File: config.mk
export PLATFORM = sky130hd
export DESIGN_NAME = cam_ctl
export DESIGN_NICKNAME = d
export VERILOG_FILES = /design/src/logic/cam_pkg.sv /design/src/logic/cam_ctl.sv
export SDC_FILE = /design/constraint.sdc
export NUM_CORES = 1
export LEC_CHECK = 0
export BUFFER_PORTS_ARGS = -buffer_cell sky130_fd_sc_hd__buf_2
export CAP_MARGIN = 20
export CORE_MARGIN = 1.5
export CORE_UTILIZATION = 55
export CTS_CLUSTER_DIAMETER = 40
export DETAILED_ROUTE_END_ITERATION = 12
export GPL_ROUTABILITY_DRIVEN = 1
export PLACE_DENSITY_LB_ADDON = 0.05
export SKIP_LAST_GASP = 1
export SLEW_MARGIN = 0
export SYNTH_ARGS = -nofsm -noshare
export SYNTH_HDL_FRONTEND = slang
export SYNTH_SLANG_ARGS = --single-unit
File: constraint.sdc
create_clock -name aclk -period 4.1 [get_ports aclk]
set_input_delay 0.205 -clock aclk [delete_from_list [all_inputs] [get_ports aclk]]
set_output_delay 0.205 -clock aclk [all_outputs]
set_load 0.05 [all_outputs]
File: src/logic/cam_pkg.sv
/*
 * Constants, register map and field layout of the counter array module
 * control block.
 * Assumes a 100 MHz system clock and an AXI4-Lite master with 32-bit data.
 */
// Overview of operation
// - Match enable sets module flag when counter equals compare value.
// - Toggle enable inverts module pin when counter equals compare value.
// - Toggle and pulse-width enables together select frequency output mode.
// - Counter low byte is readable and writable by software.
// - Each of five modules has a readable, writable compare high byte.
// - Counter low read latches high byte for the following high read.
// - Counter wrap always sets overflow flag, even during a control write.

`default_nettype none

package cam_pkg;

	// ----------------------------------------------------------------
	// Sizes
	// ----------------------------------------------------------------
	localparam int NUM_MOD = 5;
	localparam int ADDR_W  = 10;
	localparam int DATA_W  = 32;

	// ----------------------------------------------------------------
	// Register indices; byte address is four times the index
	// ----------------------------------------------------------------
	localparam logic [NUM_MOD-1:0][7:0] IDX_CAP_HI =
		{8'hFE, 8'hEE, 8'hEC, 8'hEA, 8'hFC};
	localparam logic [NUM_MOD-1:0][7:0] IDX_CAP_LO =
		{8'hE4, 8'hE3, 8'hE2, 8'hE1, 8'hE0};
	localparam logic [NUM_MOD-1:0][7:0] IDX_MODE =
		{8'hDE, 8'hDD, 8'hDC, 8'hDB, 8'hDA};
	localparam logic [7:0] IDX_CNT_LO = 8'hF9;
	localparam logic [7:0] IDX_CNT_HI = 8'hFA;
	localparam logic [7:0] IDX_CTRL   = 8'hD8;

	// ----------------------------------------------------------------
	// Mode register fields
	// ----------------------------------------------------------------
	localparam int MODE_WIDE_BIT  = 7;
	localparam int MODE_FALL_BIT  = 4;
	localparam int MODE_MATCH_BIT = 3;
	localparam int MODE_TOG_BIT   = 2;
	localparam int MODE_PWM_BIT   = 1;
	localparam int MODE_MASK_BIT  = 0;

	// ----------------------------------------------------------------
	// Control register fields: flags in 4:0
	// ----------------------------------------------------------------
	localparam int CTRL_OVF_BIT = 7;
	localparam int CTRL_RUN_BIT = 6;

	// ----------------------------------------------------------------
	// Reset values, limits and responses
	// ----------------------------------------------------------------
	localparam logic [7:0]  RST_BYTE    = 8'h00;
	localparam logic [15:0] RST_CNT     = 16'h0000;
	localparam logic [15:0] CNT_MAX     = 16'hFFFF;
	localparam logic [7:0]  BYTE_MAX    = 8'hFF;
	localparam logic [1:0]  RESP_OKAY   = 2'b00;
	localparam logic [1:0]  RESP_SLVERR = 2'b10;

	function automatic logic [ADDR_W-1:0] byte_addr(input logic [7:0] idx);
		return {idx, 2'b00};
	endfunction : byte_addr

endpackage : cam_pkg

`default_nettype wire

File: src/logic/cam_ctl.sv
/*
 * Counter array module control: shared 16-bit counter, five compare
 * modules with match, toggle, frequency output and PWM, behind an
 * AXI4-Lite register slave.
 * Assumes one system clock, a synchronous active-low reset and a master
 * that keeps AXI4-Lite handshake rules.
 */
// The AXI4-Lite interface to the registers was decided locally.
`timescale 1ns/1ps
`default_nettype none

module cam_ctl
(
	// Clock, reset, enable
	input  wire logic                          aclk,
	input  wire logic                          aresetn,
	input  wire logic                          clk_en,
	// AXI4-Lite write address
	input  wire logic [cam_pkg::ADDR_W-1:0]    s_axi_awaddr,
	input  wire logic                          s_axi_awvalid,
	output logic                               s_axi_awready,
	// AXI4-Lite write data
	input  wire logic [cam_pkg::DATA_W-1:0]    s_axi_wdata,
	input  wire logic [3:0]                    s_axi_wstrb,
	input  wire logic                          s_axi_wvalid,
	output logic                               s_axi_wready,
	// AXI4-Lite write response
	output logic [1:0]                         s_axi_bresp,
	output logic                               s_axi_bvalid,
	input  wire logic                          s_axi_bready,
	// AXI4-Lite read address
	input  wire logic [cam_pkg::ADDR_W-1:0]    s_axi_araddr,
	input  wire logic                          s_axi_arvalid,
	output logic                               s_axi_arready,
	// AXI4-Lite read data
	output logic [cam_pkg::DATA_W-1:0]         s_axi_rdata,
	output logic [1:0]                         s_axi_rresp,
	output logic                               s_axi_rvalid,
	input  wire logic                          s_axi_rready,
	// Module outputs and flags
	output logic [cam_pkg::NUM_MOD-1:0]        module_output_pin,
	output logic [cam_pkg::NUM_MOD-1:0]        compare_event_flag,
	output logic                               counter_overflow_flag
);

	import cam_pkg::*;

	// ----------------------------------------------------------------
	// State
	// ----------------------------------------------------------------
	typedef struct packed {
		logic [15:0]               counter;
		logic [7:0]                high_snap;
		logic [NUM_MOD-1:0][7:0]   cap_hi;
		logic [NUM_MOD-1:0][7:0]   cap_lo;
		logic [NUM_MOD-1:0][7:0]   mode;
		logic [NUM_MOD-1:0]        flag;
		logic                      ovf;
		logic                      run;
		logic [NUM_MOD-1:0]        pin;
		logic                      aw_hold;
		logic [ADDR_W-1:0]         aw_addr;
		logic                      w_hold;
		logic [7:0]                w_byte;
		logic                      w_lane;
		logic                      bvalid;
		logic [1:0]                bresp;
		logic                      rvalid;
		logic [1:0]                rresp;
		logic [DATA_W-1:0]         rdata;
	} cam_state_type;

	cam_state_type st_ff;
	cam_state_type nxt_st;

	// ----------------------------------------------------------------
	// Per-module compare detection
	// ----------------------------------------------------------------
	logic [NUM_MOD-1:0] full_match;
	logic [NUM_MOD-1:0] low_match;
	logic [NUM_MOD-1:0] wide_high;
	logic [NUM_MOD-1:0] narrow_high;

	genvar gi;
	generate
		for (gi = 0; gi < NUM_MOD; gi++)
		begin : g_mod
			assign full_match[gi]  = st_ff.counter ==
				{st_ff.cap_hi[gi], st_ff.cap_lo[gi]};
			assign low_match[gi]   = st_ff.counter[7:0] == st_ff.cap_lo[gi];
			assign wide_high[gi]   = st_ff.counter >=
				{st_ff.cap_hi[gi], st_ff.cap_lo[gi]};
			assign narrow_high[gi] = st_ff.counter[7:0] >= st_ff.cap_lo[gi];
		end
	endgenerate

	// ----------------------------------------------------------------
	// Handshakes
	// ----------------------------------------------------------------
	// Ready drops with the clock enable so no beat is taken while frozen
	assign s_axi_awready = clk_en & ~st_ff.aw_hold & ~st_ff.bvalid;
	assign s_axi_wready  = clk_en & ~st_ff.w_hold & ~st_ff.bvalid;
	assign s_axi_arready = clk_en & ~st_ff.rvalid;

	logic hs_aw;
	logic hs_w;
	logic hs_ar;

	assign hs_aw = s_axi_awvalid & s_axi_awready;
	assign hs_w  = s_axi_wvalid & s_axi_wready;
	assign hs_ar = s_axi_arvalid & s_axi_arready;

	// ----------------------------------------------------------------
	// Next state
	// ----------------------------------------------------------------
	always_comb
	begin
		logic                  do_wr;
		logic [ADDR_W-1:0]     wa;
		logic [7:0]            wb;
		logic                  wl;
		logic                  hit;
		logic [NUM_MOD-1:0]    set_flag;
		logic                  set_ovf;
		logic [7:0]            rb;
		logic                  rhit;

		do_wr    = 1'b0;
		wa       = '0;
		wb       = RST_BYTE;
		wl       = 1'b0;
		hit      = 1'b0;
		set_flag = '0;
		set_ovf  = 1'b0;
		rb       = RST_BYTE;
		rhit     = 1'b0;
		nxt_st   = st_ff;

		// ------------------------------------------------------------
		// Counter and module outputs
		// ------------------------------------------------------------
		if (st_ff.run)
		begin
			nxt_st.counter = st_ff.counter + 16'h0001;
			if (st_ff.counter == CNT_MAX)
				set_ovf = 1'b1;
		end

		for (int i = 0; i < NUM_MOD; i++)
		begin
			if (st_ff.run)
			begin
				if (st_ff.mode[i][MODE_TOG_BIT] && st_ff.mode[i][MODE_PWM_BIT])
				begin
					// Frequency output: toggle and step the low compare on the same edge
					if (low_match[i])
					begin
						nxt_st.pin[i]    = ~st_ff.pin[i];
						nxt_st.cap_lo[i] = st_ff.cap_lo[i] + st_ff.cap_hi[i];
					end
				end
				else if (st_ff.mode[i][MODE_PWM_BIT])
				begin
					if (st_ff.mode[i][MODE_WIDE_BIT])
						nxt_st.pin[i] = wide_high[i];
					else
					begin
						nxt_st.pin[i] = narrow_high[i];
						// Duty reloads only at low byte wrap: no glitches
						if (st_ff.counter[7:0] == BYTE_MAX)
							nxt_st.cap_lo[i] = st_ff.cap_hi[i];
					end
				end
				else if (st_ff.mode[i][MODE_TOG_BIT] && full_match[i])
					nxt_st.pin[i] = ~st_ff.pin[i];
				if (st_ff.mode[i][MODE_MATCH_BIT] && full_match[i])
					set_flag[i] = 1'b1;
			end
		end

		// ------------------------------------------------------------
		// Write channel
		// ------------------------------------------------------------
		if (hs_aw)
		begin
			nxt_st.aw_hold = 1'b1;
			nxt_st.aw_addr = s_axi_awaddr;
		end
		if (hs_w)
		begin
			nxt_st.w_hold = 1'b1;
			nxt_st.w_byte = s_axi_wdata[7:0];
			nxt_st.w_lane = s_axi_wstrb[0];
		end

		if ((st_ff.aw_hold || hs_aw) && (st_ff.w_hold || hs_w) && !st_ff.bvalid)
		begin
			do_wr = 1'b1;
			wa    = st_ff.aw_hold ? st_ff.aw_addr : s_axi_awaddr;
			wb    = st_ff.w_hold ? st_ff.w_byte : s_axi_wdata[7:0];
			wl    = st_ff.w_hold ? st_ff.w_lane : s_axi_wstrb[0];
		end

		if (do_wr)
		begin
			nxt_st.aw_hold = 1'b0;
			nxt_st.w_hold  = 1'b0;
			nxt_st.bvalid  = 1'b1;
			if (wa == byte_addr(IDX_CNT_LO))
			begin
				hit = 1'b1;
				if (wl)
					nxt_st.counter[7:0] = wb;
			end
			else if (wa == byte_addr(IDX_CNT_HI))
			begin
				hit = 1'b1;
				if (wl)
					nxt_st.counter[15:8] = wb;
			end
			else if (wa == byte_addr(IDX_CTRL))
			begin
				hit = 1'b1;
				if (wl)
				begin
					nxt_st.ovf  = wb[CTRL_OVF_BIT];
					nxt_st.run  = wb[CTRL_RUN_BIT];
					nxt_st.flag = wb[NUM_MOD-1:0];
				end
			end
			else
			begin
				for (int i = 0; i < NUM_MOD; i++)
				begin
					if (wa == byte_addr(IDX_CAP_HI[i]))
					begin
						hit = 1'b1;
						if (wl)
							nxt_st.cap_hi[i] = wb;
					end
					if (wa == byte_addr(IDX_CAP_LO[i]))
					begin
						hit = 1'b1;
						if (wl)
							nxt_st.cap_lo[i] = wb;
					end
					if (wa == byte_addr(IDX_MODE[i]))
					begin
						hit = 1'b1;
						if (wl)
							nxt_st.mode[i] = wb;
					end
				end
			end
			nxt_st.bresp = hit ? RESP_OKAY : RESP_SLVERR;
		end
		else if (st_ff.bvalid && s_axi_bready)
			nxt_st.bvalid = 1'b0;

		// Hardware sets land after the write so an event is never lost
		nxt_st.flag = nxt_st.flag | set_flag;
		nxt_st.ovf  = nxt_st.ovf | set_ovf;

		// ------------------------------------------------------------
		// Read channel
		// ------------------------------------------------------------
		if (hs_ar)
		begin
			if (s_axi_araddr == byte_addr(IDX_CNT_LO))
			begin
				rhit = 1'b1;
				rb   = st_ff.counter[7:0];
				nxt_st.high_snap = st_ff.counter[15:8];
			end
			else if (s_axi_araddr == byte_addr(IDX_CNT_HI))
			begin
				rhit = 1'b1;
				rb   = st_ff.high_snap;
			end
			else if (s_axi_araddr == byte_addr(IDX_CTRL))
			begin
				rhit = 1'b1;
				rb   = {st_ff.ovf, st_ff.run, 1'b0, st_ff.flag};
			end
			else
			begin
				for (int i = 0; i < NUM_MOD; i++)
				begin
					if (s_axi_araddr == byte_addr(IDX_CAP_HI[i]))
					begin
						rhit = 1'b1;
						rb   = st_ff.cap_hi[i];
					end
					if (s_axi_araddr == byte_addr(IDX_CAP_LO[i]))
					begin
						rhit = 1'b1;
						rb   = st_ff.cap_lo[i];
					end
					if (s_axi_araddr == byte_addr(IDX_MODE[i]))
					begin
						rhit = 1'b1;
						rb   = st_ff.mode[i];
					end
				end
			end
			nxt_st.rvalid = 1'b1;
			nxt_st.rdata  = {24'h00_0000, rb};
			nxt_st.rresp  = rhit ? RESP_OKAY : RESP_SLVERR;
		end
		else if (st_ff.rvalid && s_axi_rready)
			nxt_st.rvalid = 1'b0;
	end

	// ----------------------------------------------------------------
	// Registers
	// ----------------------------------------------------------------
	always_ff @(posedge aclk)
	begin
		if (!aresetn)
		begin
			st_ff.counter   <= RST_CNT;
			st_ff.high_snap <= RST_BYTE;
			st_ff.cap_hi    <= '0;
			st_ff.cap_lo    <= '0;
			st_ff.mode      <= '0;
			st_ff.flag      <= '0;
			st_ff.ovf       <= 1'b0;
			st_ff.run       <= 1'b0;
			st_ff.pin       <= '0;
			st_ff.aw_hold   <= 1'b0;
			st_ff.aw_addr   <= '0;
			st_ff.w_hold    <= 1'b0;
			st_ff.w_byte    <= RST_BYTE;
			st_ff.w_lane    <= 1'b0;
			st_ff.bvalid    <= 1'b0;
			st_ff.bresp     <= RESP_OKAY;
			st_ff.rvalid    <= 1'b0;
			st_ff.rresp     <= RESP_OKAY;
			st_ff.rdata     <= '0;
		end
		else if (clk_en)
			st_ff <= nxt_st;
	end

	// ----------------------------------------------------------------
	// Outputs
	// ----------------------------------------------------------------
	assign s_axi_bvalid          = st_ff.bvalid;
	assign s_axi_bresp           = st_ff.bresp;
	assign s_axi_rvalid          = st_ff.rvalid;
	assign s_axi_rresp           = st_ff.rresp;
	assign s_axi_rdata           = st_ff.rdata;
	assign module_output_pin     = st_ff.pin;
	assign compare_event_flag    = st_ff.flag;
	assign counter_overflow_flag = st_ff.ovf;

endmodule : cam_ctl

`default_nettype wire

# Word level (Yosys, flattened, before mapping)

Cells that the tools add are included.

Add/subtract/negate cells: 6
Order comparisons: 10
Equal/unequal tests: 53
Muxes and demuxes: 173
Bitwise operators: 22
Reductions and logical operators: 56

Operators by type and width:

| operator                                       | number |
|---|---|
| two-way mux 8 bit                              | 75 |
| == test 10 bit (second input constant)         | 36 |
| two-way mux 87 bit                             | 3 |
| two-way mux 1 bit                              | 84 |
| == test 16 bit                                 | 5 |
| greater-or-equal comparator 16 bit             | 5 |
| two-way mux 80 bit                             | 1 |
| AND reduction 7 bit                            | 10 |
| adder 8 bit                                    | 5 |
| == test 8 bit                                  | 5 |
| greater-or-equal comparator 8 bit              | 5 |
| two-way mux 16 bit                             | 2 |
| two-way mux 10 bit                             | 3 |
| AND reduction 4 bit                            | 5 |
| logical AND 1 bit                              | 19 |
| adder 16 x 1 -> 16 bit (second input constant) | 1 |
| == test 16 bit (second input constant)         | 1 |
| AND reduction 2 bit                            | 8 |
| nonzero test 3 bit                             | 5 |
| two-way mux 7 bit                              | 2 |
| NOT 1 bit                                      | 12 |
| two-way mux 11 bit                             | 1 |
| != test 2 bit (second input constant)          | 5 |
| AND 1 bit                                      | 8 |
| other kinds (9)                                | 14 |

Register bits: 191
Output and inout port bits: 52

# Depth between registers and ports, before layout

Gate-level depths: netlist (run 1).

Depth after elaboration: 29
Depth in mapped cells: 12
Depth with buffers taken out: 10

# Least setup slack after synthesis (run 1)

No wires, ideal clock.

Kind: reg-to-reg
Start point: register st_ff (netlist bit s_axi_bvalid)
End point: register st_ff[108] in the netlist's numbering
Library setup time: 0.073 ns
Data arrival time: 2.549 ns
Required time: 4.027 ns
Path slack: 1.478 ns
Stages on the path, launching flop included: 8
Path buffers: 2
Clock period less this slack: 2.622 ns
Cell sequence: dfxtp_1 > a2111o_1 > or4_4 > buf_6 > or3_1 > buf_2 > nor2_8 > mux2i_1

Word-level cells in the longest chain between the ends: 10

Ends and longest elaborated chain:

| element                           | line                                           | source |
|---|---|---|
| start, declared                   | cam_ctl.sv:73                                  | `cam_state_type st_ff;` |
| start signal, assigned            | cam_ctl.sv:342                                 | `st_ff <= nxt_st;` |
| NOT 1 bit                         | cam_ctl.sv:101, cam_ctl.sv:102                 |  |
| AND 1 bit (on tied branches)      | cam_ctl.sv:101, cam_ctl.sv:102                 |  |
| AND 1 bit (on tied branches)      | cam_ctl.sv:109, cam_ctl.sv:110                 |  |
| logical OR 1 bit                  | cam_ctl.sv:196                                 | `if ((st_ff.aw_hold \|\| hs_aw) && (st_ff.w_hold \|\| hs_w) && !st_ff.bvalid)` |
| logical AND 1 bit                 | cam_ctl.sv:196                                 |  |
| logical AND 1 bit *               | cam_ctl.sv:196                                 |  |
| two-way mux 10 bit                | cam_ctl.sv:196                                 |  |
| == test 10 bit (on tied branches) | cam_ctl.sv:221, cam_ctl.sv:209, cam_ctl.sv:215 |  |
| NOT 1 bit (no line)               | --                                             |  |
| AND reduction 7 bit (no line)     | --                                             |  |

Every way passes the cells marked *; elsewhere a longest branch is shown, timed or not.
A chain may end at the register's enable or synchronous reset.

# Worst setup path after layout (run 1)

Start point: register st_ff[58] in the netlist's numbering
End point: register st_ff[128] in the netlist's numbering

Word-level cells in the longest chain between the ends: 14

Ends and longest elaborated chain:

| element                                             | line                           | source |
|---|---|---|
| NOT 1 bit                                           | cam_ctl.sv:101                 | `assign s_axi_awready = clk_en & ~st_ff.aw_hold & ~st_ff.bvalid;` |
| AND 1 bit (2 in a row)                              | cam_ctl.sv:101                 |  |
| AND 1 bit                                           | cam_ctl.sv:109                 | `assign hs_aw = s_axi_awvalid & s_axi_awready;` |
| logical OR 1 bit                                    | cam_ctl.sv:196                 |  |
| logical AND 1 bit (2 in a row)                      | cam_ctl.sv:196                 |  |
| two-way mux 10 bit (tied with other cells)          | cam_ctl.sv:196                 |  |
| == test 10 bit or two-way mux 8 bit (tied branches) | cam_ctl.sv:241, cam_ctl.sv:244 |  |
| two-way mux 8 bit                                   | cam_ctl.sv:241                 | `if (wa == byte_addr(IDX_CAP_LO[i]))` |
| two-way mux 80 bit                                  | cam_ctl.sv:221                 | `else if (wa == byte_addr(IDX_CTRL))` |
| two-way mux 87 bit                                  | cam_ctl.sv:215                 | `else if (wa == byte_addr(IDX_CNT_HI))` |
| two-way mux 87 bit                                  | cam_ctl.sv:209                 | `if (wa == byte_addr(IDX_CNT_LO))` |
| two-way mux 87 bit *                                | cam_ctl.sv:204                 | `if (do_wr)` |

Marked as above.

==> results of run 1 <==
layer usage:
layer / routed length, µm / track usage, %
met3: 6580 / 8.93
met1: 23400 / 54.2
met4: 4840 / 30.2
met5: 0 / 0
met2: 25900 / 65.2
where the power goes:
| group | total, mW | switching [mW] | internal (mW) | leakage, nW |
|---|---|---|---|---|
| clock network | 1.75 | 0.862 | 0.885 | 0.291 |
| registers | 1.90 | 0.0382 | 1.86 | 1.53 |
| logic | 0.569 | 0.412 | 0.157 | 4.28 |
| total | 4.22 | 1.31 | 2.90 | 6.10 |
registers in the layout (all words and copies together), names as in the netlist:
signal                 cells
compare_event_flag         5
counter_overflow_flag      1
module_output_pin          5
s_axi_bresp                1
s_axi_bvalid               1
s_axi_rdata                8
s_axi_rresp                1
s_axi_rvalid               1
st_ff                    166
cell type report:
class	instances	area, µm²	share of cell area, %
repair buffers	126	828	5.15
inverters	102	383	2.38
clock buffers	19	443	2.75
multi-input cells	1530	10100	62.7
well taps	341	427	2.65
flip-flops and latches	189	3780	23.5
clock inverters	13	141	0.879
logic make-up after synthesis:
group / Yosys count / synth area share [%]
AND/OR/NAND/NOR: 677 / 22.5
AO/OA/AOI/OAI: 562 / 24.6
buffers and inverters: 238 / 7.43
flip-flops: 189 / 25.4
adder cells (fa/ha/maj): 121 / 10.4
multiplexers: 119 / 8.07
XOR/XNOR: 25 / 1.47
other: 1 / 0.0252
critical path: cells and delay by family (launching register included):
family	cells	cell delay, ns
and+or+nand+nor	3	1.97
AOI/OAI and AO/OA	4	0.87
DFF	1	0.63
timing repair:
| action | in CTS | in global routing |
|---|---|---|
| endpoints found under the hold margin | 9 | 0 |
| hold buffers | 9 | 0 |
| gates resized for setup | 0 | 0 |
placed cells by master, fill, tap and decap left out, drive strengths merged, types with 58 or more instances in the layout:
| cell type | n |
|---|---|
| o21ai | 132 |
| buf | 117 |
| ha | 116 |
| dfxtp | 189 |
| nand2 | 247 |
| nor3 | 58 |
| nand3 | 61 |
| nor2 | 130 |
| mux2i | 112 |
| a21oi | 145 |
| inv | 111 |
worst min path at each step:
stage                     cells past startpoint  slack, ns              to
after floorplan                               2       0.34       st_ff[39]
after global placement                        2       0.44  s_axi_rresp[1]
after detailed placement                      2       0.45       st_ff[48]
after CTS                                     3      0.002       st_ff[57]
after global routing                          3       0.03       st_ff[49]
final                                         3     0.0006       st_ff[57]
==> results list, run 1 <==
* Async set-or-reset flop fraction in the synthesized netlist: 0%
- H-tree levels: 4
* Most frequent cell on the critical path: sky130_fd_sc_hd__a211oi_1
- The total overflow left after global routing is 0.
- Finished layout cell area: 0.0161 mm²
- Of all nets on the critical path, the largest fanout is 17.
- Dividing the detail-routed wire length by the instance count gives 26.2 µm.
- The slowest stage of the critical path is the sky130_fd_sc_hd__nor2_1 cell.
- Once the clock tree was built, the setup fixing pass inserted 0 buffers.
- Yosys attributes the largest share of cell area to sky130_fd_sc_hd__dfxtp_1, sky130_fd_sc_hd__ha_1, sky130_fd_sc_hd__mux2i_1, sky130_fd_sc_hd__nand2_1, sky130_fd_sc_hd__a21oi_1.
* Synthesis-stage register bit count: 189
* Summed instance area of the synthesized netlist: 0.0149 mm²
- The area growth from synthesis to layout is 8.19%.
* Total negative slack: 0 ns
- The cell count after synthesis came out at 1,932.
* Power consumption: 4.22 mW
* Number of placed instances, taps included: 2,279
* Largest net degree at the start of global routing: 102
- Post-route core utilization: 60.2%
* Post-placement setup slack: 0.841 ns
* Delay contributed by the slowest stage of the critical path: 0.78 ns
- Hold is met by 0.000642 ns.
- Crit path DAT: 3.95 ns
* Startpoint of the most critical register-to-register path: st_ff[58]
- The clock arrives with 0.0178 ns of skew.
- The detailed router finished its first iteration with 2,089 violations.
* FMAX: 282 MHz
* Count of fill cells added during filler insertion: 2,529
* Static leakage: 6.10 nW
- Routed via count divided by cell count: 6.80
* Count of flip-flops with a built-in enable after synthesis: 0
- Layout cell share with drive strength beyond 1: 9.30%
- Hold path startpoint: s_axi_awaddr[9]
- IR analysis of the VDD net gives a maximum drop of 0.350 mV.
* Proportion of netlist area held by the largest area contributor: 25.4%
- The number of global-route vias before repair is 14,544.
- The HPWL after detailed placement is 44,700 µm.
* Clock-pin slew on the worst setup and hold paths: 0.09 ns
* Post-route DRC violation count: 0
- Most used standard cells in the synthesized netlist: sky130_fd_sc_hd__nand2_1, sky130_fd_sc_hd__dfxtp_1, sky130_fd_sc_hd__a21oi_1
* Most used flip-flop cell after synthesis: sky130_fd_sc_hd__dfxtp_1
- The floorplan has 60 rows.
- Clock latency reported for the late side of the worst-skew pair: 0.46 ns
- Number of max-slew violations in the final report: 0
* Total via count after detailed routing: 15,786
- TritonCTS clock tree: yes
- In the post-synthesis netlist, the cell with the most instances is sky130_fd_sc_hd__nand2_1.
- Maximum capacitance violations: 0
- The first detailed-routing pass took 6 iterations.
* Routed WL: 60,800 µm
* Port Buf Inserts: 62
- Effective utilization at floorplan: 55.6%
- Count of clock tree sinks: 189
* Tightest Hold Check Type: in -> reg
- Final Worst Setup Slack: 0.555 ns
- STA classifies the critical path startpoint as a flop.
- Antenna violations before repair: 0
- Area enclosed by the die boundary: 0.0280 mm²
- The first global-routing pass estimated 90,600 µm of wire.
- Width of the die: 167 µm
- Cell Area, Placed: 0.0154 mm²
* Global Route Usage Sum: 42.9%
- The most critical setup path has its endpoint at st_ff[128].
- For this run, the register share of the synthesized area comes to 25.4%.
* Launching element of the worst setup path: st_ff[58]
- After synthesis, the netlist uses 83 different library cells.
- In this run the remaining antenna-violating nets after routing total 0.
- The final layout contains 2,151 nets.
* PwrDens: 262 mW/mm²
- Maximum count of clock buffers along a single path: 2
- The repair_antennas step left the layout with diodes totalling 0.
- CP Class: reg -> reg
- Worst-case register-to-register setup slack: 0.55 ns
- The region available for standard cell placement spans 0.0267 mm².
* Cell accounting for the most synthesized area: sky130_fd_sc_hd__dfxtp_1
* Number of setup violations in the final report: 0
* Crit-path cells: o22a_1 -> nand3_1 -> or3_1 -> nor2_1 -> a211oi_1 -> a211oi_1 -> a31o_2
* Type of destination of the critical path: flop
- During synthesis, Yosys emitted a total of 0 warnings.
* Cell at the root of the clock tree: sky130_fd_sc_hd__clkbuf_16
- Setup repair after global routing missed its margin: false
* Run status: completed
- Routability-driven placement finished with a final weighted congestion of 1.05.
- After the flow finishes, the layout carries non-filler instances totaling 2,320.
- The number of clock buffers added by TritonCTS is 17.
* Num ports: 116
- The worst register-to-register path ends at st_ff[128].
- For the finished layout, the period the worst path requires is 3.55 ns.
- For the worst flop-to-flop path, the logic depth is 7.
* Fin crit share: 86.5%
- Max transition margin: 29.1%
- Transition time at the pin with the least slew margin: 1.06 ns
- The hold violation count in the final report came to 0.
* Required time worst endpoint: 4.50 ns
- The floorplan step set the die height to 167 µm.
- Syn Area/Cell: 7.70 µm²
Power figures use the tool's default switching activity.
==> run 2: changes to the inputs <==
Settings changed: GPL_TIMING_DRIVEN from default to 0.
==> run 2 against run 1 <==
  * Critical path depth up 1
  * Wire length up 15%
  * The flow now finishes with violations (setup timing)
  * Sequential cell count unchanged
  * Critical endpoint is now st_ff[117]
  * Final cell count up 4.1%
  * Non-clock buffer count up 91
  * Sequential power about the same
==> results list, run 2 (synthesis results as in run 1) <==
* Worst Setup Start Kind: flop (unchanged)
* Post-placement setup slack: -0.162 ns (was 0.841 ns)
- The cell area power density came to 258 mW/mm² (was 262 mW/mm²).
- Wire length of the first global-routing pass: 101,000 µm (was 90,600 µm)
- The number of placed instances, taps included came to 2,362 (was 2,279).
- The combined buffer and inverter count along the critical path came to 1 (was 0).
* Power consumption: 4.25 mW (was 4.22 mW)
* Floorplan Core Area: 0.0267 mm² (unchanged)
- The worst IR drop on VDD came to 0.244 mV (was 0.350 mV).
- Run status: finished with violations (was completed).
* Routability-driven placement congestion ratio: 1.03 (was 1.05)
* Required time worst endpoint: 4.49 ns (was 4.50 ns)
* Fin crit share: 101% (was 86.5%)
- The largest stage delay on the critical path came to 1.11 ns (was 0.78 ns).
- Core Rows: 60 (unchanged)
- The transition time at the pin with the least slew margin is 1.32 ns (was 1.06 ns).
- The register with the most flip-flops was st_ff (unchanged).
- The depth of the CTS H-tree is 4 (unchanged).
- Vert. Die Dim: 167 µm (unchanged)
- Cell with the largest stage delay on the worst path: sky130_fd_sc_hd__dfxtp_1 (was sky130_fd_sc_hd__nor2_1)
- Num ports: 116 (unchanged)
- Post-CTS resize count: 0 (unchanged)
* Crit path DAT: 4.52 ns (was 3.95 ns)
- Maximum capacitance violations: 0 (unchanged)
- The worst hold slack after final layout is 0.000459 ns (was 0.000642 ns).
- The cell chosen for the clock root is sky130_fd_sc_hd__clkbuf_16 (unchanged).
- Cell Area, Placed: 0.0157 mm² (was 0.0154 mm²)
- Static leakage: 6.25 nW (was 6.10 nW)
- Remaining global-route overflow: 0 (unchanged)
- Largest net degree at the start of global routing: 20 (was 102)
- The clock-pin slew on the worst setup and hold paths came to 0.09 ns (about the same).
* Final Worst Setup Slack: -0.0262 ns (was 0.555 ns)
- The number of flip-flops under the largest register name came to 166 (unchanged).
- The detail-routed net length per standard cell was 29.0 µm (was 26.2 µm).
- Hpwl dp: 50,900 µm (was 44,700 µm)
* Area growth from synthesis to layout: 10.8% (was 8.19%)
- The filler cell count was 2,501 (was 2,529).
- The finished layout cell area is 0.0165 mm² (was 0.0161 mm²).
- Commonest cells after routing, fill and taps aside: sky130_fd_sc_hd__nand2_1, sky130_fd_sc_hd__dfxtp_1, sky130_fd_sc_hd__a21oi_1 (unchanged).
- Hold Violations, Final: 0 (unchanged)
* Count of clock tree sinks: 189 (unchanged)
- The maximum buffer depth of the clock tree was 2 (unchanged).
- The class of the tightest hold or removal check is in -> reg (unchanged).
* Global Route Usage Sum: 49.1% (was 42.9%)
* Antenna violations before repair: 3 (was 0)
- Worst Clk Skew: 0.0224 ns (was 0.0178 ns)
* Fin nets: 2,242 (was 2,151)
- CP Class: reg -> reg (unchanged)
- Total via count after detailed routing: 16,955 (was 15,786)
- Violations in the final reports: setup timing
- Area enclosed by the die boundary: 0.0280 mm² (unchanged)
- The number of pins with negative max-slew slack in the final report is 0 (unchanged).
- The total detailed-routing wirelength is 69,900 µm (was 60,800 µm).
- The clock latency on the worst-skew pair was 0.47 ns (was 0.46 ns).
- Violation count after the first detailed-routing iteration: 2,405 (was 2,089)
* Effective utilization at floorplan: 55.6% (unchanged)
* Post-route DRC violation count: 0 (unchanged)
- The number of port buffers is 58 (was 62).
- Number of setup violations in the final report: 1 (was 0)
- The end-of-flow core utilization is 61.7% (was 60.2%).
* DRT antenna net count: 0 (unchanged)
- The endpoint type of the worst setup path is a flop (unchanged).
- Most frequent standard cell in the layout excluding fill and tap cells: sky130_fd_sc_hd__nand2_1 (unchanged)
* Crit-path cells: nand3_1 -> nor4_2 -> and2_0 -> clkbuf_1 -> o21ai_0 -> a211oi_1 -> o31ai_1 -> a31oi_1 (was o22a_1 -> nand3_1 -> or3_1 -> nor2_1 -> a211oi_1 -> a211oi_1 -> a31o_2)
- The time the final worst path needs with I/O delays and setup was 4.13 ns (was 3.55 ns).
- Via count of the first global-routing pass: 15,678 (was 14,544)
* Worst-path maximum fanout: 12 (was 17)
- Width of the die: 167 µm (unchanged)
- The headroom to the max-slew limit was 9.36% (was 29.1%).
- The final cell count without fillers was 2,415 (was 2,320).
- The maximum achievable frequency came to 242 MHz (was 282 MHz).
* TritonCTS clock tree: yes (unchanged)
- Setup repair after global routing missed its margin: false (unchanged).
* Number of iterations in the first detailed-routing pass: 7 (was 6)
* Total negative slack: -0.0262 ns (was 0 ns)
- CP top delay family: simple AND/OR/NAND/NOR gates (unchanged)
* Layout cell share with drive strength beyond 1: 9.28% (was 9.30%)
- The post-detailed-route via-to-cell ratio is 7.02 (was 6.80).
- Register Area: 0.00378 mm² (about the same)
* Total CTS buffers: 17 (unchanged)
* Area occupied by multi-input gates: 0.0101 mm² (about the same)
-- run 2: cell types whose count changed in the layout (fill, tap and decap cells not counted), moves of 2 or more --
cell | before | now
sky130_fd_sc_hd__buf_2 | 61 | 69
sky130_fd_sc_hd__inv_6 | 6 | 3
sky130_fd_sc_hd__dlygate4sd3_1 | 9 | 13
sky130_fd_sc_hd__buf_6 | 0 | 4
sky130_fd_sc_hd__diode_2 | 0 | 4
sky130_fd_sc_hd__clkinv_4 | 1 | 4
sky130_fd_sc_hd__buf_4 | 55 | 53
sky130_fd_sc_hd__clkinv_8 | 0 | 2
sky130_fd_sc_hd__clkbuf_1 | 1 | 78
-- run 2: per-layer routing --
metal | routed length (µm) | vias to the layer above | share of wire (%) | GRT usage [%]
met5 | 12 | - | 0.017 | 0
met4 | 6260 | 2 | 8.9 | 36.8
met3 | 9540 | 367 | 14 | 15.6
met2 | 28600 | 1319 | 41 | 72.9
met1 | 25500 | 7925 | 36 | 59.4
li1 | - | 7342 | - | -
-- run 2: repair_timing --
| action | CTS | global route |
|---|---|---|
| setup buffers | 0 | 2 |
| endpoints found under the setup margin | 0 | 3 |
| hold endpoints to repair | 13 | 0 |
| hold buffers | 13 | 0 |
-- run 2: path summary, 6_finish.rpt --
| path | startpoint | end | slack, ns | depth (start not counted) |
|---|---|---|---|---|
| max | st_ff[201] | st_ff[117] | -0.03 | 8 |
| min | s_axi_bready | s_axi_bvalid | 0.0005 | 4 |
| max reg2reg | st_ff[201] | st_ff[117] | -0.03 | 8 |
| min reg2reg | st_ff[39] | st_ff[39] | 0.46 | 2 |
-- run 2: tightest hold or removal path: cells and delay by family --
family,cells,cell delay (ns)
buffers and inverters,1,0.08
and+or+nand+nor,2,0.09
AOI/OAI and AO/OA,1,0.05
-- run 2: layout make-up --
| type | instances | share of cell area, % |
|---|---|---|
| inverter | 102 | 2.32 |
| buffer | 136 | 4.38 |
| clock buffer | 18 | 2.60 |
| clock inverter | 14 | 0.888 |
| antenna | 4 | 0.0607 |
| tap | 341 | 2.59 |
| timing repair buffer | 81 | 2.97 |
| multi-input combinational | 1530 | 61.2 |
| sequential | 189 | 23.0 |
-- run 2: report_power, final --
group	switching (mW)	leakage (nW)	internal, mW
sequential	0.0404	1.53	1.86
combinational	0.469	4.44	0.180
clock	0.888	0.279	0.813
total	1.40	6.25	2.86
